===== src/rtl/apio_pkg.sv =====
// shared constants, carrier types and helper functions for the axi protection / id ordering slave
package apio_pkg;

	// ****************************************
	// port widths
	// ****************************************
	localparam int ID_W = 8;
	localparam int ADDR_W = 32;
	localparam int DATA_W = 32;
	localparam int PROT_W = 3;
	localparam int CACHE_W = 4;
	localparam int RESP_W = 2;

	// ****************************************
	// field positions and encodings
	// ****************************************
	localparam int PROT_PRIV_BIT = 0;
	localparam int PROT_NONSEC_BIT = 1;
	localparam int PROT_INSTR_BIT = 2;
	localparam int CACHE_BUF_BIT = 0;
	localparam logic [RESP_W-1:0] RESP_OKAY = 2'h0;
	localparam logic [RESP_W-1:0] RESP_SLVERR = 2'h2;
	// set to 1'b1 for the older port variant that carries an id on write data
	localparam logic AXI3_VARIANT = 1'b0;

	// ****************************************
	// storage sizes
	// ****************************************
	localparam int MEM_DEPTH = 16;
	localparam int MEM_IDX_W = 4;
	localparam int WORD_LSB = 2;
	localparam int PBUF_DEPTH = 4;
	localparam int PBUF_PTR_W = 2;

	// ****************************************
	// timing
	// ****************************************
	localparam int CLK_PERIOD_PS = 5000;
	localparam int DRAIN_PERIOD_NS = 20;
	// longest time, so round down, never below one cycle
	localparam int DRAIN_CYC_RAW = (DRAIN_PERIOD_NS * 1000) / CLK_PERIOD_PS;
	localparam int DRAIN_CYC = (DRAIN_CYC_RAW < 1) ? 1 : DRAIN_CYC_RAW;

	// ****************************************
	// carrier types
	// ****************************************
	typedef struct packed {
		logic [ID_W-1:0] id;
		logic [ADDR_W-1:0] addr;
		logic [PROT_W-1:0] prot;
		logic [CACHE_W-1:0] cache;
	} apio_addr_t;

	typedef struct packed {
		logic priv;
		logic nonsec;
		logic instr;
	} apio_prot_t;

	typedef struct packed {
		logic [MEM_IDX_W-1:0] idx;
		logic [DATA_W-1:0] data;
	} apio_post_t;

	// ****************************************
	// functions
	// ****************************************
	// word index of an address inside the local store
	function automatic logic [MEM_IDX_W-1:0] apio_word_idx(input logic [ADDR_W-1:0] a);
		return a[WORD_LSB +: MEM_IDX_W];
	endfunction

	// split the three protection bits into named attributes
	function automatic apio_prot_t apio_prot_decode(input logic [PROT_W-1:0] p);
		apio_prot_t r;
		r.priv = p[PROT_PRIV_BIT];
		r.nonsec = p[PROT_NONSEC_BIT];
		r.instr = p[PROT_INSTR_BIT];
		return r;
	endfunction

endpackage


===== src/rtl/apio_prot_chk.sv =====
// protection attribute decode and access permission check
module apio_prot_chk import apio_pkg::*; (
	input wire logic [PROT_W-1:0] prot,
	input wire logic secure_only,
	input wire logic priv_only,
	output apio_prot_t attr,
	output logic permit
);

	// ****************************************
	// decode and check
	// ****************************************
	// the instruction bit is a hint only, so it never takes part in the decision
	always_comb begin
		attr = apio_prot_decode(prot);
		permit = 1'b1;
		if (priv_only && !attr.priv) begin
			permit = 1'b0;
		end
		if (secure_only && attr.nonsec) begin
			permit = 1'b0;
		end
	end

endmodule


===== src/rtl/apio_post_buf.sv =====
// posted write buffer that drains buffered writes to the final store at a steady rate
module apio_post_buf import apio_pkg::*; (
	input wire logic clock,
	input wire logic resetn,
	input wire logic in_valid,
	output logic in_ready,
	input apio_post_t in_data,
	output logic drain_we,
	output apio_post_t drain_data,
	output logic empty
);

	localparam int DRAIN_LIM = 8;

	apio_post_t slot_q [PBUF_DEPTH];
	logic [PBUF_PTR_W-1:0] wr_ptr_q, wr_ptr_d, rd_ptr_q, rd_ptr_d;
	logic [PBUF_PTR_W:0] count_q, count_d;
	logic [PBUF_PTR_W:0] div_q, div_d;
	logic tick, push;

	// ****************************************
	// drain divider and pointers
	// ****************************************
	// the divider runs free so a drain never waits longer than one period
	always_comb begin
		tick = (div_q == (PBUF_PTR_W+1)'(DRAIN_CYC - 1));
		div_d = tick ? '0 : div_q + (PBUF_PTR_W+1)'(1);
		empty = (count_q == '0);
		in_ready = (count_q != (PBUF_PTR_W+1)'(PBUF_DEPTH));
		push = in_valid && in_ready;
		drain_we = tick && !empty;
		drain_data = slot_q[rd_ptr_q];
		wr_ptr_d = push ? wr_ptr_q + PBUF_PTR_W'(1) : wr_ptr_q;
		rd_ptr_d = drain_we ? rd_ptr_q + PBUF_PTR_W'(1) : rd_ptr_q;
		count_d = count_q + (PBUF_PTR_W+1)'(push) - (PBUF_PTR_W+1)'(drain_we);
	end

	always_ff @(posedge clock or negedge resetn) begin
		if (!resetn) begin
			div_q <= '0;
			wr_ptr_q <= '0;
			rd_ptr_q <= '0;
			count_q <= '0;
		end else begin
			div_q <= div_d;
			wr_ptr_q <= wr_ptr_d;
			rd_ptr_q <= rd_ptr_d;
			count_q <= count_d;
		end
	end

	// slots need no reset, they are only read behind the count
	always_ff @(posedge clock) begin
		if (push) begin
			slot_q[wr_ptr_q] <= in_data;
		end
	end
endmodule


===== src/rtl/apio_slave.sv =====
// axi slave that decodes protection bits, echoes ids and keeps same-id traffic in order
module apio_slave import apio_pkg::*; (
	input wire logic clock,
	input wire logic resetn,
	input wire logic awvalid,
	output logic awready,
	input wire logic [ID_W-1:0] awid,
	input wire logic [ADDR_W-1:0] awaddr,
	input wire logic [PROT_W-1:0] awprot,
	input wire logic [CACHE_W-1:0] awcache,
	input wire logic wvalid,
	output logic wready,
	input wire logic [ID_W-1:0] wid,
	input wire logic [DATA_W-1:0] wdata,
	input wire logic wlast,
	output logic bvalid,
	input wire logic bready,
	output logic [ID_W-1:0] bid,
	output logic [RESP_W-1:0] bresp,
	input wire logic arvalid,
	output logic arready,
	input wire logic [ID_W-1:0] arid,
	input wire logic [ADDR_W-1:0] araddr,
	input wire logic [PROT_W-1:0] arprot,
	input wire logic [CACHE_W-1:0] arcache,
	output logic rvalid,
	input wire logic rready,
	output logic [ID_W-1:0] rid,
	output logic [DATA_W-1:0] rdata,
	output logic [RESP_W-1:0] rresp,
	output logic rlast,
	input wire logic secure_only,
	input wire logic priv_only,
	output apio_prot_t access_attr,
	output logic access_denied
);

	typedef enum logic [2:0] {ST_IDLE, ST_WDATA, ST_CHECK, ST_COMMIT, ST_RESP} apio_state_t;

	apio_state_t state_q, state_d;
	apio_addr_t txn_q, txn_d;
	logic is_wr_q, is_wr_d;
	logic rd_turn_q, rd_turn_d;
	logic awready_q, awready_d, arready_q, arready_d, wready_q, wready_d;
	logic bvalid_q, bvalid_d, rvalid_q, rvalid_d;
	logic [ID_W-1:0] bid_q, bid_d, rid_q, rid_d;
	logic [RESP_W-1:0] bresp_q, bresp_d, rresp_q, rresp_d;
	logic [DATA_W-1:0] rdata_q, rdata_d, wdata_q, wdata_d;
	apio_prot_t attr_q, attr_d, attr_c;
	logic denied_q, denied_d;
	logic permit, wid_ok, mem_we_dir, push_valid;
	logic pbuf_ready, pbuf_empty, drain_we;
	apio_post_t push_data, drain_data;
	logic [MEM_IDX_W-1:0] idx;
	logic [DATA_W-1:0] mem_q [MEM_DEPTH];

	// ****************************************
	// helpers
	// ****************************************
	apio_prot_chk u_prot (
		.prot(txn_q.prot),
		.secure_only(secure_only),
		.priv_only(priv_only),
		.attr(attr_c),
		.permit(permit)
	);

	apio_post_buf u_post (
		.clock(clock),
		.resetn(resetn),
		.in_valid(push_valid),
		.in_ready(pbuf_ready),
		.in_data(push_data),
		.drain_we(drain_we),
		.drain_data(drain_data),
		.empty(pbuf_empty)
	);

	// write data id is only compared in the older variant; otherwise the port is ignored
	assign wid_ok = !AXI3_VARIANT || (wid == txn_q.id);
	assign idx = apio_word_idx(txn_q.addr);
	assign push_data = '{idx: idx, data: wdata_q};

	// ****************************************
	// transaction sequencer
	// ****************************************
	// one transaction at a time keeps every same-id stream in issue order
	// at the cost of no overlap; different ids simply queue behind each other
	always_comb begin
		state_d = state_q;
		txn_d = txn_q;
		is_wr_d = is_wr_q;
		rd_turn_d = rd_turn_q;
		awready_d = awready_q;
		arready_d = arready_q;
		wready_d = wready_q;
		bvalid_d = bvalid_q;
		rvalid_d = rvalid_q;
		bid_d = bid_q;
		rid_d = rid_q;
		bresp_d = bresp_q;
		rresp_d = rresp_q;
		rdata_d = rdata_q;
		wdata_d = wdata_q;
		attr_d = attr_q;
		denied_d = 1'b0;
		mem_we_dir = 1'b0;
		push_valid = 1'b0;
		unique case (state_q)
			ST_IDLE: begin
				if (awready_q && awvalid) begin
					txn_d = '{id: awid, addr: awaddr, prot: awprot, cache: awcache};
					is_wr_d = 1'b1;
					awready_d = 1'b0;
					arready_d = 1'b0;
					wready_d = 1'b1;
					state_d = ST_WDATA;
				end else if (arready_q && arvalid) begin
					txn_d = '{id: arid, addr: araddr, prot: arprot, cache: arcache};
					is_wr_d = 1'b0;
					awready_d = 1'b0;
					arready_d = 1'b0;
					state_d = ST_CHECK;
				end else begin
					// alternate offers so neither channel starves
					rd_turn_d = !rd_turn_q;
					awready_d = rd_turn_q;
					arready_d = !rd_turn_q;
				end
			end
			ST_WDATA: begin
				if (wvalid && wid_ok) begin
					wdata_d = wdata;
					wready_d = 1'b0;
					state_d = ST_CHECK;
				end
			end
			ST_CHECK: begin
				attr_d = attr_c;
				if (!permit) begin
					denied_d = 1'b1;
					state_d = ST_RESP;
					if (is_wr_q) begin
						bvalid_d = 1'b1;
						bid_d = txn_q.id;
						bresp_d = RESP_SLVERR;
					end else begin
						rvalid_d = 1'b1;
						rid_d = txn_q.id;
						rresp_d = RESP_SLVERR;
						rdata_d = '0;
					end
				end else begin
					state_d = ST_COMMIT;
				end
			end
			ST_COMMIT: begin
				if (is_wr_q && txn_q.cache[CACHE_BUF_BIT]) begin
					// buffered write: answer as soon as the buffer holds it
					push_valid = 1'b1;
					if (pbuf_ready) begin
						bvalid_d = 1'b1;
						bid_d = txn_q.id;
						bresp_d = RESP_OKAY;
						state_d = ST_RESP;
					end
				end else if (pbuf_empty) begin
					// unbuffered access goes to the store only after earlier posts land
					state_d = ST_RESP;
					if (is_wr_q) begin
						mem_we_dir = 1'b1;
						bvalid_d = 1'b1;
						bid_d = txn_q.id;
						bresp_d = RESP_OKAY;
					end else begin
						rvalid_d = 1'b1;
						rid_d = txn_q.id;
						rresp_d = RESP_OKAY;
						rdata_d = mem_q[idx];
					end
				end
			end
			ST_RESP: begin
				if ((bvalid_q && bready) || (rvalid_q && rready)) begin
					bvalid_d = 1'b0;
					rvalid_d = 1'b0;
					rd_turn_d = !rd_turn_q;
					awready_d = rd_turn_q;
					arready_d = !rd_turn_q;
					state_d = ST_IDLE;
				end
			end
		endcase
	end

	always_ff @(posedge clock or negedge resetn) begin
		if (!resetn) begin
			state_q <= ST_IDLE;
			txn_q <= '0;
			is_wr_q <= 1'b0;
			rd_turn_q <= 1'b0;
			awready_q <= 1'b0;
			arready_q <= 1'b0;
			wready_q <= 1'b0;
			bvalid_q <= 1'b0;
			rvalid_q <= 1'b0;
			bid_q <= '0;
			rid_q <= '0;
			bresp_q <= RESP_OKAY;
			rresp_q <= RESP_OKAY;
			rdata_q <= '0;
			wdata_q <= '0;
			attr_q <= '0;
			denied_q <= 1'b0;
		end else begin
			state_q <= state_d;
			txn_q <= txn_d;
			is_wr_q <= is_wr_d;
			rd_turn_q <= rd_turn_d;
			awready_q <= awready_d;
			arready_q <= arready_d;
			wready_q <= wready_d;
			bvalid_q <= bvalid_d;
			rvalid_q <= rvalid_d;
			bid_q <= bid_d;
			rid_q <= rid_d;
			bresp_q <= bresp_d;
			rresp_q <= rresp_d;
			rdata_q <= rdata_d;
			wdata_q <= wdata_d;
			attr_q <= attr_d;
			denied_q <= denied_d;
		end
	end

	// ****************************************
	// final store
	// ****************************************
	// drains and direct writes never collide: a direct write waits for an empty buffer
	always_ff @(posedge clock) begin
		if (drain_we) begin
			mem_q[drain_data.idx] <= drain_data.data;
		end else if (mem_we_dir) begin
			mem_q[idx] <= wdata_q;
		end
	end

	// ****************************************
	// outputs
	// ****************************************
	assign awready = awready_q;
	assign arready = arready_q;
	assign wready = wready_q;
	assign bvalid = bvalid_q;
	assign bid = bid_q;
	assign bresp = bresp_q;
	assign rvalid = rvalid_q;
	assign rid = rid_q;
	assign rdata = rdata_q;
	assign rresp = rresp_q;
	assign rlast = rvalid_q; // single-beat only
	assign access_attr = attr_q;
	assign access_denied = denied_q;
endmodule


===== config.mk =====
export PLATFORM = sky130hd
export DESIGN_NAME = apio_slave
export DESIGN_NICKNAME = d
export VERILOG_FILES = /design/src/rtl/apio_pkg.sv /design/src/rtl/apio_prot_chk.sv /design/src/rtl/apio_post_buf.sv /design/src/rtl/apio_slave.sv
export SDC_FILE = /design/constraint.sdc
export NUM_CORES = 1
export LEC_CHECK = 0
export ABC_AREA = 1
export BUFFER_PORTS_ARGS = -buffer_cell sky130_fd_sc_hd__buf_2
export CAP_MARGIN = 20
export CORE_MARGIN = 10
export CORE_UTILIZATION = 60
export CTS_BUF_LIST = sky130_fd_sc_hd__clkbuf_16
export CTS_CLUSTER_DIAMETER = 200
export DETAILED_ROUTE_END_ITERATION = 16
export GPL_ROUTABILITY_DRIVEN = 0
export PLACE_DENSITY = 0.79
export RECOVER_POWER = 25
export SLEW_MARGIN = 20
export SYNTH_ARGS = -nofsm -noshare
export SYNTH_HDL_FRONTEND = slang
export SYNTH_SLANG_ARGS = --single-unit

===== constraint.sdc =====
create_clock -name clock -period 5.5 [get_ports clock]
set_input_delay 0.275 -clock clock [delete_from_list [all_inputs] [get_ports clock]]
set_output_delay 0.275 -clock clock [all_outputs]
set_load 0.02 [all_outputs]

[Yosys cells after proc, flatten, opt, wreduce, memory -nomap -nowiden]
Memory sizes are Yosys's and may differ from the RTL's.
Cells that the tools add are included.
Storage, ports and cells
  logic and storage cells: 177
  output and inout port bits: 62
  memory bits (writable): 656
  bits in registers: 126
  bits of input ports: 144
  memories: 2
Cells by class
  eq/ne operators: 21
  add/sub/neg operators: 5
  multiplexer cells: 90
  reductions and logical operators: 33
Memory list
  mem_q: words 16, bits a word 32, read ports 1, clocked after Yosys merged registers in 0, write ports 1, RTL line apio_slave.sv:55  | logic [DATA_W-1:0] mem_q [MEM_DEPTH];
  u_post.slot_q: words 4, bits a word 36, read ports 1, clocked after Yosys merged registers in 0, write ports 1, RTL line apio_post_buf.sv:15  | apio_post_t slot_q [PBUF_DEPTH];
Operators with widths (count)
  two-way mux 32 bit: 6
  two-way mux 47 bit: 2
  two-way mux 8 bit: 9
  one-hot mux 32 bit (2 select lines): 1
  two-way mux 1 bit: 40
  one-hot mux 8 bit (2 select lines): 2
  OR reduction 32 bit: 1
  two-way mux 3 bit: 9
  two-way mux 2 bit: 11
  inequality test 2 bit, second input constant: 11
  inequality test 3 bit, second input constant: 5
  one-hot mux 3 bit (5 select lines): 1
  AND reduction 5 bit: 3
  AND reduction 4 bit: 3
  AND reduction 6 bit: 2
  equality test 3 x 2 -> 1 bit, second input constant: 3
  logical AND 1 bit: 9
  one-hot mux 1 bit (2 select lines): 4
  one-hot mux 2 bit (2 select lines): 2
  nonzero test 2 bit: 4
  logical NOT 3 bit: 2
  one-hot mux 1 bit (3 select lines): 2
  AND reduction 2 bit: 3
  adder 2 x 1 -> 2 bit, second input constant: 2
  10 further kinds: 12

[Depth between registers and ports, before layout]
Gate-level depths: netlist of the first run.
  depth after elaboration: 9
  gate-level depth with buffers: 12

[Modules after synthesis]
Synthesis of the first run repeated with hierarchy kept, for this count alone.
Unflattened totals
  cells, all modules: 3210
  area total of the unflattened synthesis: 33096.7 um^2
Modules (own cells, without submodules)
  apio_slave: cells each 2712, sequential area each 18177.4 um^2, times used 1, area each 26902.1 um^2
  apio_post_buf: cells each 490, sequential area each 4574.4 um^2, times used 1, area each 6153.4 um^2
  apio_prot_chk: cells each 8, sequential area each 0.0 um^2, times used 1, area each 41.3 um^2

[Least setup slack after synthesis of the first run]
Ideal clock, no wire load.
  path type: reg2reg
  from: reg txn_q, in the netlist idx[0]
  to: mem mem_q[0][0], enable pin
  buffers on the path: 3
  stages on the path, launching flop included: 9
  library setup time: 0.421 ns
  setup slack: 2.481 ns
  arrival time: 2.599 ns
  cells stage by stage: dfrtp_1 > buf_4 > inv_2 > buf_2 > buf_2 > nand3_1 > nand2_1 > nand3_1 > nor2_1
Between the ends
  longest elaborated chain between the ends: 1
Ends and longest elaborated chain
  start: declaration: RTL line apio_slave.sv:41  | apio_addr_t txn_q, txn_d;
  start signal: assignment: RTL line apio_slave.sv:217  | txn_q <= txn_d;
  two-way mux 4 bit (no line)
  end: declaration: RTL line apio_slave.sv:55
Every way passes these cells.

[Worst setup path after layout of the first run]
  from: reg u_post.rd_ptr_q[0]
  to: mem mem_q[6][20], enable pin
Between the ends
  longest elaborated chain between the ends: 2
Ends and longest elaborated chain
  start: declaration: RTL line apio_post_buf.sv:16  | logic [PBUF_PTR_W-1:0] wr_ptr_q, wr_ptr_d, rd_ptr_q, rd_ptr_d;
  start signal: assignment: RTL line apio_post_buf.sv:47  | rd_ptr_q <= rd_ptr_d;
  memory (4 x 36 bit)
  two-way mux 4 bit (no line)
Every way passes these cells.

==> impl_metrics.ini, run 1 <==
[clocking]
cts_buffers = 77
cts_tree = built
cts_max_path_buffers = 3
cts.reportedPaths.clkPinSlew_ps = 60
cts_setup_buffers = 0
cts_root_buf = clkbuf_16
clkSinkCount = 778
htree_levels = 3
clk_latency_ps = 620
cts_resized = 0
cts_hold_buf = 67

[timing]
setup_viol = 0
fin_ws_ps = 1290
skew_ps = 23.2
worstMarginPinSlew_ps = 3180
period_needed_ps = 4210
hold_viol_final = 0
timing.fmax_mhz = 238
setup_tns_ps = 0
rsz0062_at_grt = false
finalMaxSlewViolations = 216
fin_crit_sh = 0.765
relSlewSlack = -1.12

[power]
power_density_nw_per_um2 = 522
ir_drop_uv = 420
total_power_w = 0.0196
leakagePower_nw = 16.2

[detailed_routing]
route.vias.total = 23300
totalWireLength_mm = 81.3
viasPerCell = 5.66
wl_per_cell_um = 19.7
ant_nets = 0
drc = 0
firstDrtPassIters = 8
drt_iter0_markers = 2805

[cells_and_area]
fin_util = 0.693
final_common_cell = nand2_1
drive_gt1_frac = 0.0800
num_antenna_cells = 0
mostFrequentLayoutCells = 1,033 x nand2_1, 656 x edfxtp_1, 453 x inv_1, 405 x nand3_1, 196 x nor2_1
nNetsFinal = 3511
syn2layout_area_growth_pct = 14.2

[synthesis]
synthDistinctLibCells = 33
yosys.area_share.simple = 0.208
synth_compound_area_frac = 0.0217
synth-xor-area-share = 0.000801
ys.warnings.count = 0
post-synth-top-area-cell = edfxtp_1
synthesis.area_um2 = 32800
synthAdderAreaFrac = 0.00328
synth.area.mux_share = 0.000687
ys_ff_latch = 778
synth_top_area_share = 0.601
avgSynthCellArea_um2 = 10.3
synth_area_leaders = edfxtp_1 60%, nand2_1 12%, dfrtp_1 9.3%
synth_top_family_by_area = simple AND/OR/NAND/NOR gates
ys_seq_area_frac = 0.694
syn_inst = 3173

[setup_path]
cp.required_ps = 5800
setup.worst_path.end_class = flop
cp_data_arrival_time_ps = 4510
startpoint_type = flop
crit_type = flop to flop
crit_fanout = 36

[place]
place_hpwl_mm = 44.4
io_buffers = 132
dp_slack_ps = 1830

[outcome]
violations = capacitance limit, slew limit
outcome = finished with violations

[global_routing]
grtUsageTotal = 0.251
grt_remaining_overflow = 0
antenna_found_initial = 1
grt_pass1_wl_mm = 125
grt_pass1_vias = 23200
grt_max_degree = 101

[floorplan]
rows = 85
core_area_um2 = 54000
dieArea_um2 = 64400
ios = 206
die-height_um = 254
fp.dieW_um = 254
start_util = 0.607

[flow_run]
cap_violations = 6

[min_path]
hp-class = primary input to flop
-- critical path: stages, from the launching register on --
cell and delay [ps]:
dfrtp_1 860, inv_1 720, nand2_1 220, nand2_1 80, nand2_1 70, nand2_1 70, nand2_1 70, nand2_1 110
clkinv_1 70, nand2_1 230, nor2_4 1000, buf_4 360
-- kinds of logic after synthesis --
kind of cell	count (synthesis)
XOR/XNOR	3
flip-flops	778
adder cells (fa/ha/maj)	8
AND/OR/NAND/NOR	1663
AO/OA/AOI/OAI	129
multiplexers	2
other	1
buffers and inverters	589
-- through the flow --
step | std cells | hold WS [ps] | area (um^2)
2_1_floorplan | 3174 | -20.6 | 32800
3_3_place_gp | 3901 | 335 | 34200
3_5_place_dp | 3907 | 347 | 34400
4_1_cts | 4117 | 38.4 | 37500
5_1_grt | 4119 | 65.7 | 37500
6_report | 4119 | 59.5 | 37500
-- layout make-up --
type	count	area (um^2)
Clock buffer	81	2030
Inverter	432	1630
Multi-Input combinational cell	1807	7880
Tap cell	696	871
Sequential cell	778	22800
Clock inverter	62	454
Timing Repair Buffer	263	1840
Fill cell	3599	16600
-- state kept, by name, summed over array words and instances (netlist names), 2 cells and up, named ones only --
| signal | count |
|---|---|
| state_q | 3 |
| u_post.count_q | 3 |
| u_post.wr_ptr_q | 2 |
| u_post.rd_ptr_q | 2 |
| txn_q | 12 |
| wdata_q | 32 |
| mem_q | 512 |
| u_post.slot_q | 144 |
| idx | 4 |
| access_attr | 3 |
| rdata | 32 |
| rid | 8 |
| u_post.div_q | 3 |
-- worst paths after layout --
path	cells past startpoint	from	slack, ps	to
setup / recovery	11	u_post.rd_ptr_q[0]$_DFFE_PN0P_	1290	mem_q[6][20]$_DFFE_PP_
hold / removal	5	wvalid	60	state_q[1]$_DFFE_PN0P_
setup reg to reg	11	u_post.rd_ptr_q[0]$_DFFE_PN0P_	1290	mem_q[6][20]$_DFFE_PP_
hold reg to reg	1	u_post.div_q[0]$_DFF_PN0_	470	u_post.div_q[0]$_DFF_PN0_
max in group asynchronous	3	resetn	1780	rdata[10]$_DFFE_PN0P_
min in group asynchronous	2	resetn	220	access_attr[0]$_DFFE_PN0N_
-- cell usage after synthesis, drive strengths merged --
| cell | count |
|---|---|
| xor2 | 2 |
| nor3 | 1 |
| o21ai | 74 |
| nor2 | 219 |
| nand3 | 405 |
| nand4 | 2 |
| o31ai | 1 |
| clkinv | 3 |
| xnor2 | 1 |
| inv | 429 |
| edfxtp | 656 |
| a21oi | 6 |
| nand2 | 1035 |
| a31oi | 48 |
| ha | 7 |
| dfrtp | 122 |
| or2 | 1 |
| clkbuf | 52 |
| fa | 1 |
| conb | 1 |
| mux2 | 2 |
| buf | 105 |
-- metal layers --
layer  track usage  vias up  share of wire
met5             0        -              0
met4         0.107        0          0.037
met1         0.322    11100           0.38
met2         0.419     1311           0.49
met3        0.0395      243          0.093
li1              -    10700              -
-- power breakdown --
group | switching [W] | internal, W | leakage, nW
Clock | 0.00215 | 0.00299 | 1.32
Combinational | 0.00453 | 0.00172 | 7.42
Sequential | 0.000478 | 0.00770 | 7.45
No activity file was read; power rests on OpenSTA's default activity.
==> run 2: changes to the inputs <==
- CORE_UTILIZATION: 60 -> 55
- PLACE_DENSITY: 0.79 -> 0.76
- clock period: 5.5 -> 3.5 ns (I/O delays scaled with it)
==> run 2 against run 1 <==
Sequential share of layout area is 0.28 points lower. Via count is 3.0% lower. Critical path depth is 6 lower. Wire length is 4.1% lower. First-iteration DRC count is 14% lower. Combinational power is 55% higher. Sequential power is 58% higher. Clock power is 51% higher. Core utilization is 5.6 points lower. Critical path type unchanged. The flow still finishes with violations (capacitance limit, slew limit). Non-clock buffer count is 18 higher. Maximum frequency is 39% higher. Final cell count is 2.4% higher. Critical endpoint is now rdata[3]$_DFFE_PN0P_.
==> impl_metrics.ini, run 2 (synthesized netlist as in run 1, its figures left out) <==
[cells_and_area]
final_common_cell = nand2_1
drive_gt1_frac = 0.0855
syn2layout_area_growth_pct = 14.7
nNetsFinal = 3529
final-instance-count-excl-fill = 4216
seq_area_um2 = 22800
largest_reg_flops = 512
reg_top3 = mem_q: 512 flops, u_post.slot_q: 144 flops
mostFrequentLayoutCells = 1,032 x nand2_1, 656 x edfxtp_1, 446 x inv_1, 405 x nand3_1, 196 x nor2_1
fillCellCount = 4336
multiInputGateArea_um2 = 7860
largest_register = mem_q

[min_path]
hp-class = primary input to flop

[setup_path]
crit_fanout = 24
startpoint_type = flop
setup.worst_path.end_class = flop
cp_data_arrival_time_ps = 3560
crit_type = flop to flop
cp.required_ps = 4040

[global_routing]
antenna_found_initial = 2
grt_max_degree = 129
grt_pass1_wl_mm = 122
grt_remaining_overflow = 0
grtUsageTotal = 0.220
grt_pass1_vias = 22100

[timing]
setup_tns_ps = 0
setup_viol = 0
finalMaxSlewViolations = 110
timing.fmax_mhz = 330
worstMarginPinSlew_ps = 2330
hold_viol_final = 0
relSlewSlack = -0.553
period_needed_ps = 3030
skew_ps = 19.4
fin_crit_sh = 0.865
rsz0062_at_grt = false

[detailed_routing]
drc = 0
totalWireLength_mm = 77.9
viasPerCell = 5.36
wl_per_cell_um = 18.5
firstDrtPassIters = 7
ant_nets = 0
drt_iter0_markers = 2406
route.vias.total = 22600

[floorplan]
rows = 89
core_area_um2 = 59000
fp.dieW_um = 264
ios = 206
start_util = 0.556
dieArea_um2 = 69800
die-height_um = 264

[clocking]
clkSinkCount = 778
cts_root_buf = clkbuf_16
cts.reportedPaths.clkPinSlew_ps = 60
cts_buffers = 77
clk_latency_ps = 620
htree_levels = 3
cts_max_path_buffers = 3
cts_tree = built

[power]
power_density_nw_per_um2 = 805
ir_drop_uv = 570
total_power_w = 0.0303
leakagePower_nw = 16.2

[flow_run]
cap_violations = 2

[outcome]
violations = capacitance limit, slew limit
outcome = finished with violations

[place]
place_hpwl_mm = 42.9
io_buffers = 132
dp_cells = 4003
## run 2: cell count changes in the layout (fill, tap and decap cells not counted), sizes merged
cell	before	now
clkinvlp	0	1
clkinv	27	36
buf	129	144
inv	460	454
clkbuf	148	149
dlygate4sd3	67	68
diode	0	3
bufinv	7	3
## run 2: where the power goes
group / switching [W] / internal [W] / leakage [nW]
Combinational: 0.00690 / 0.00278 / 7.54
Sequential: 0.000796 / 0.0121 / 7.45
Clock: 0.00339 / 0.00436 / 1.25
## run 2: worst max-delay path: stages, from the launching register on
cell,delay (ps)
dfrtp_1,930
clkbuf_1,1380
nand3_1,270
nand2_1,200
nand2_1,80
nand2_1,90
## run 2: final timing paths
kind                                    startpoint                endpoint  slack (ps)  depth (start not counted)
worst min register to register                flop                    flop         470                          2
worst min-delay path                       arvalid  state_q[1]$_DFFE_PN0P_         110                          7
max in group asynchronous                   resetn  wdata_q[5]$_DFFE_PN0P_         820                          3
worst max register to register  idx[3]$_DFFE_PN0P_    rdata[3]$_DFFE_PN0P_         470                          5
min in group asynchronous                   resetn   rdata[22]$_DFFE_PN0P_         760                          2
worst max-delay path            idx[3]$_DFFE_PN0P_    rdata[3]$_DFFE_PN0P_         470                          5
## run 2: layout make-up
cell class | instances | share of cell area
Antenna cell | 3 | 0.000199
Tap cell | 773 | 0.0257
Inverter | 432 | 0.0433
Timing Repair Buffer | 281 | 0.0544
Sequential cell | 778 | 0.605
Clock buffer | 80 | 0.0532
Multi-Input combinational cell | 1807 | 0.209
Clock inverter | 62 | 0.00977
## run 2: layer usage
metal | part of all wire | wire length, um | global-route usage | vias to the layer above
met3 | 0.079 | 6140 | 0.0304 | 176
met5 | 0 | 0 | 0 | -
li1 | - | - | - | 10700
met2 | 0.49 | 37900 | 0.367 | 1018
met4 | 0.030 | 2360 | 0.0820 | 0
met1 | 0.41 | 31600 | 0.289 | 10700
## run 2: repair_timing
action | in CTS | in global routing
endpoints found under the hold margin | 132 | 0
gates resized for setup | 0 | 0
buffers inserted | 0 | 0
hold buffers | 68 | 0
## run 2: stage by stage
| stage | utilization | hold slack (ps) | instance area [um^2] | setup WS (ps) |
|---|---|---|---|---|
| after floorplan | - | -121 | 32800 | 481 |
| after global placement | 0.587 | 296 | 34700 | 773 |
| after detailed placement | 0.588 | 290 | 34700 | 751 |
| after CTS | 0.640 | 68.1 | 37800 | 728 |
| after global routing | 0.638 | 149 | 37600 | 295 |
| final | 0.638 | 105 | 37600 | 473 |
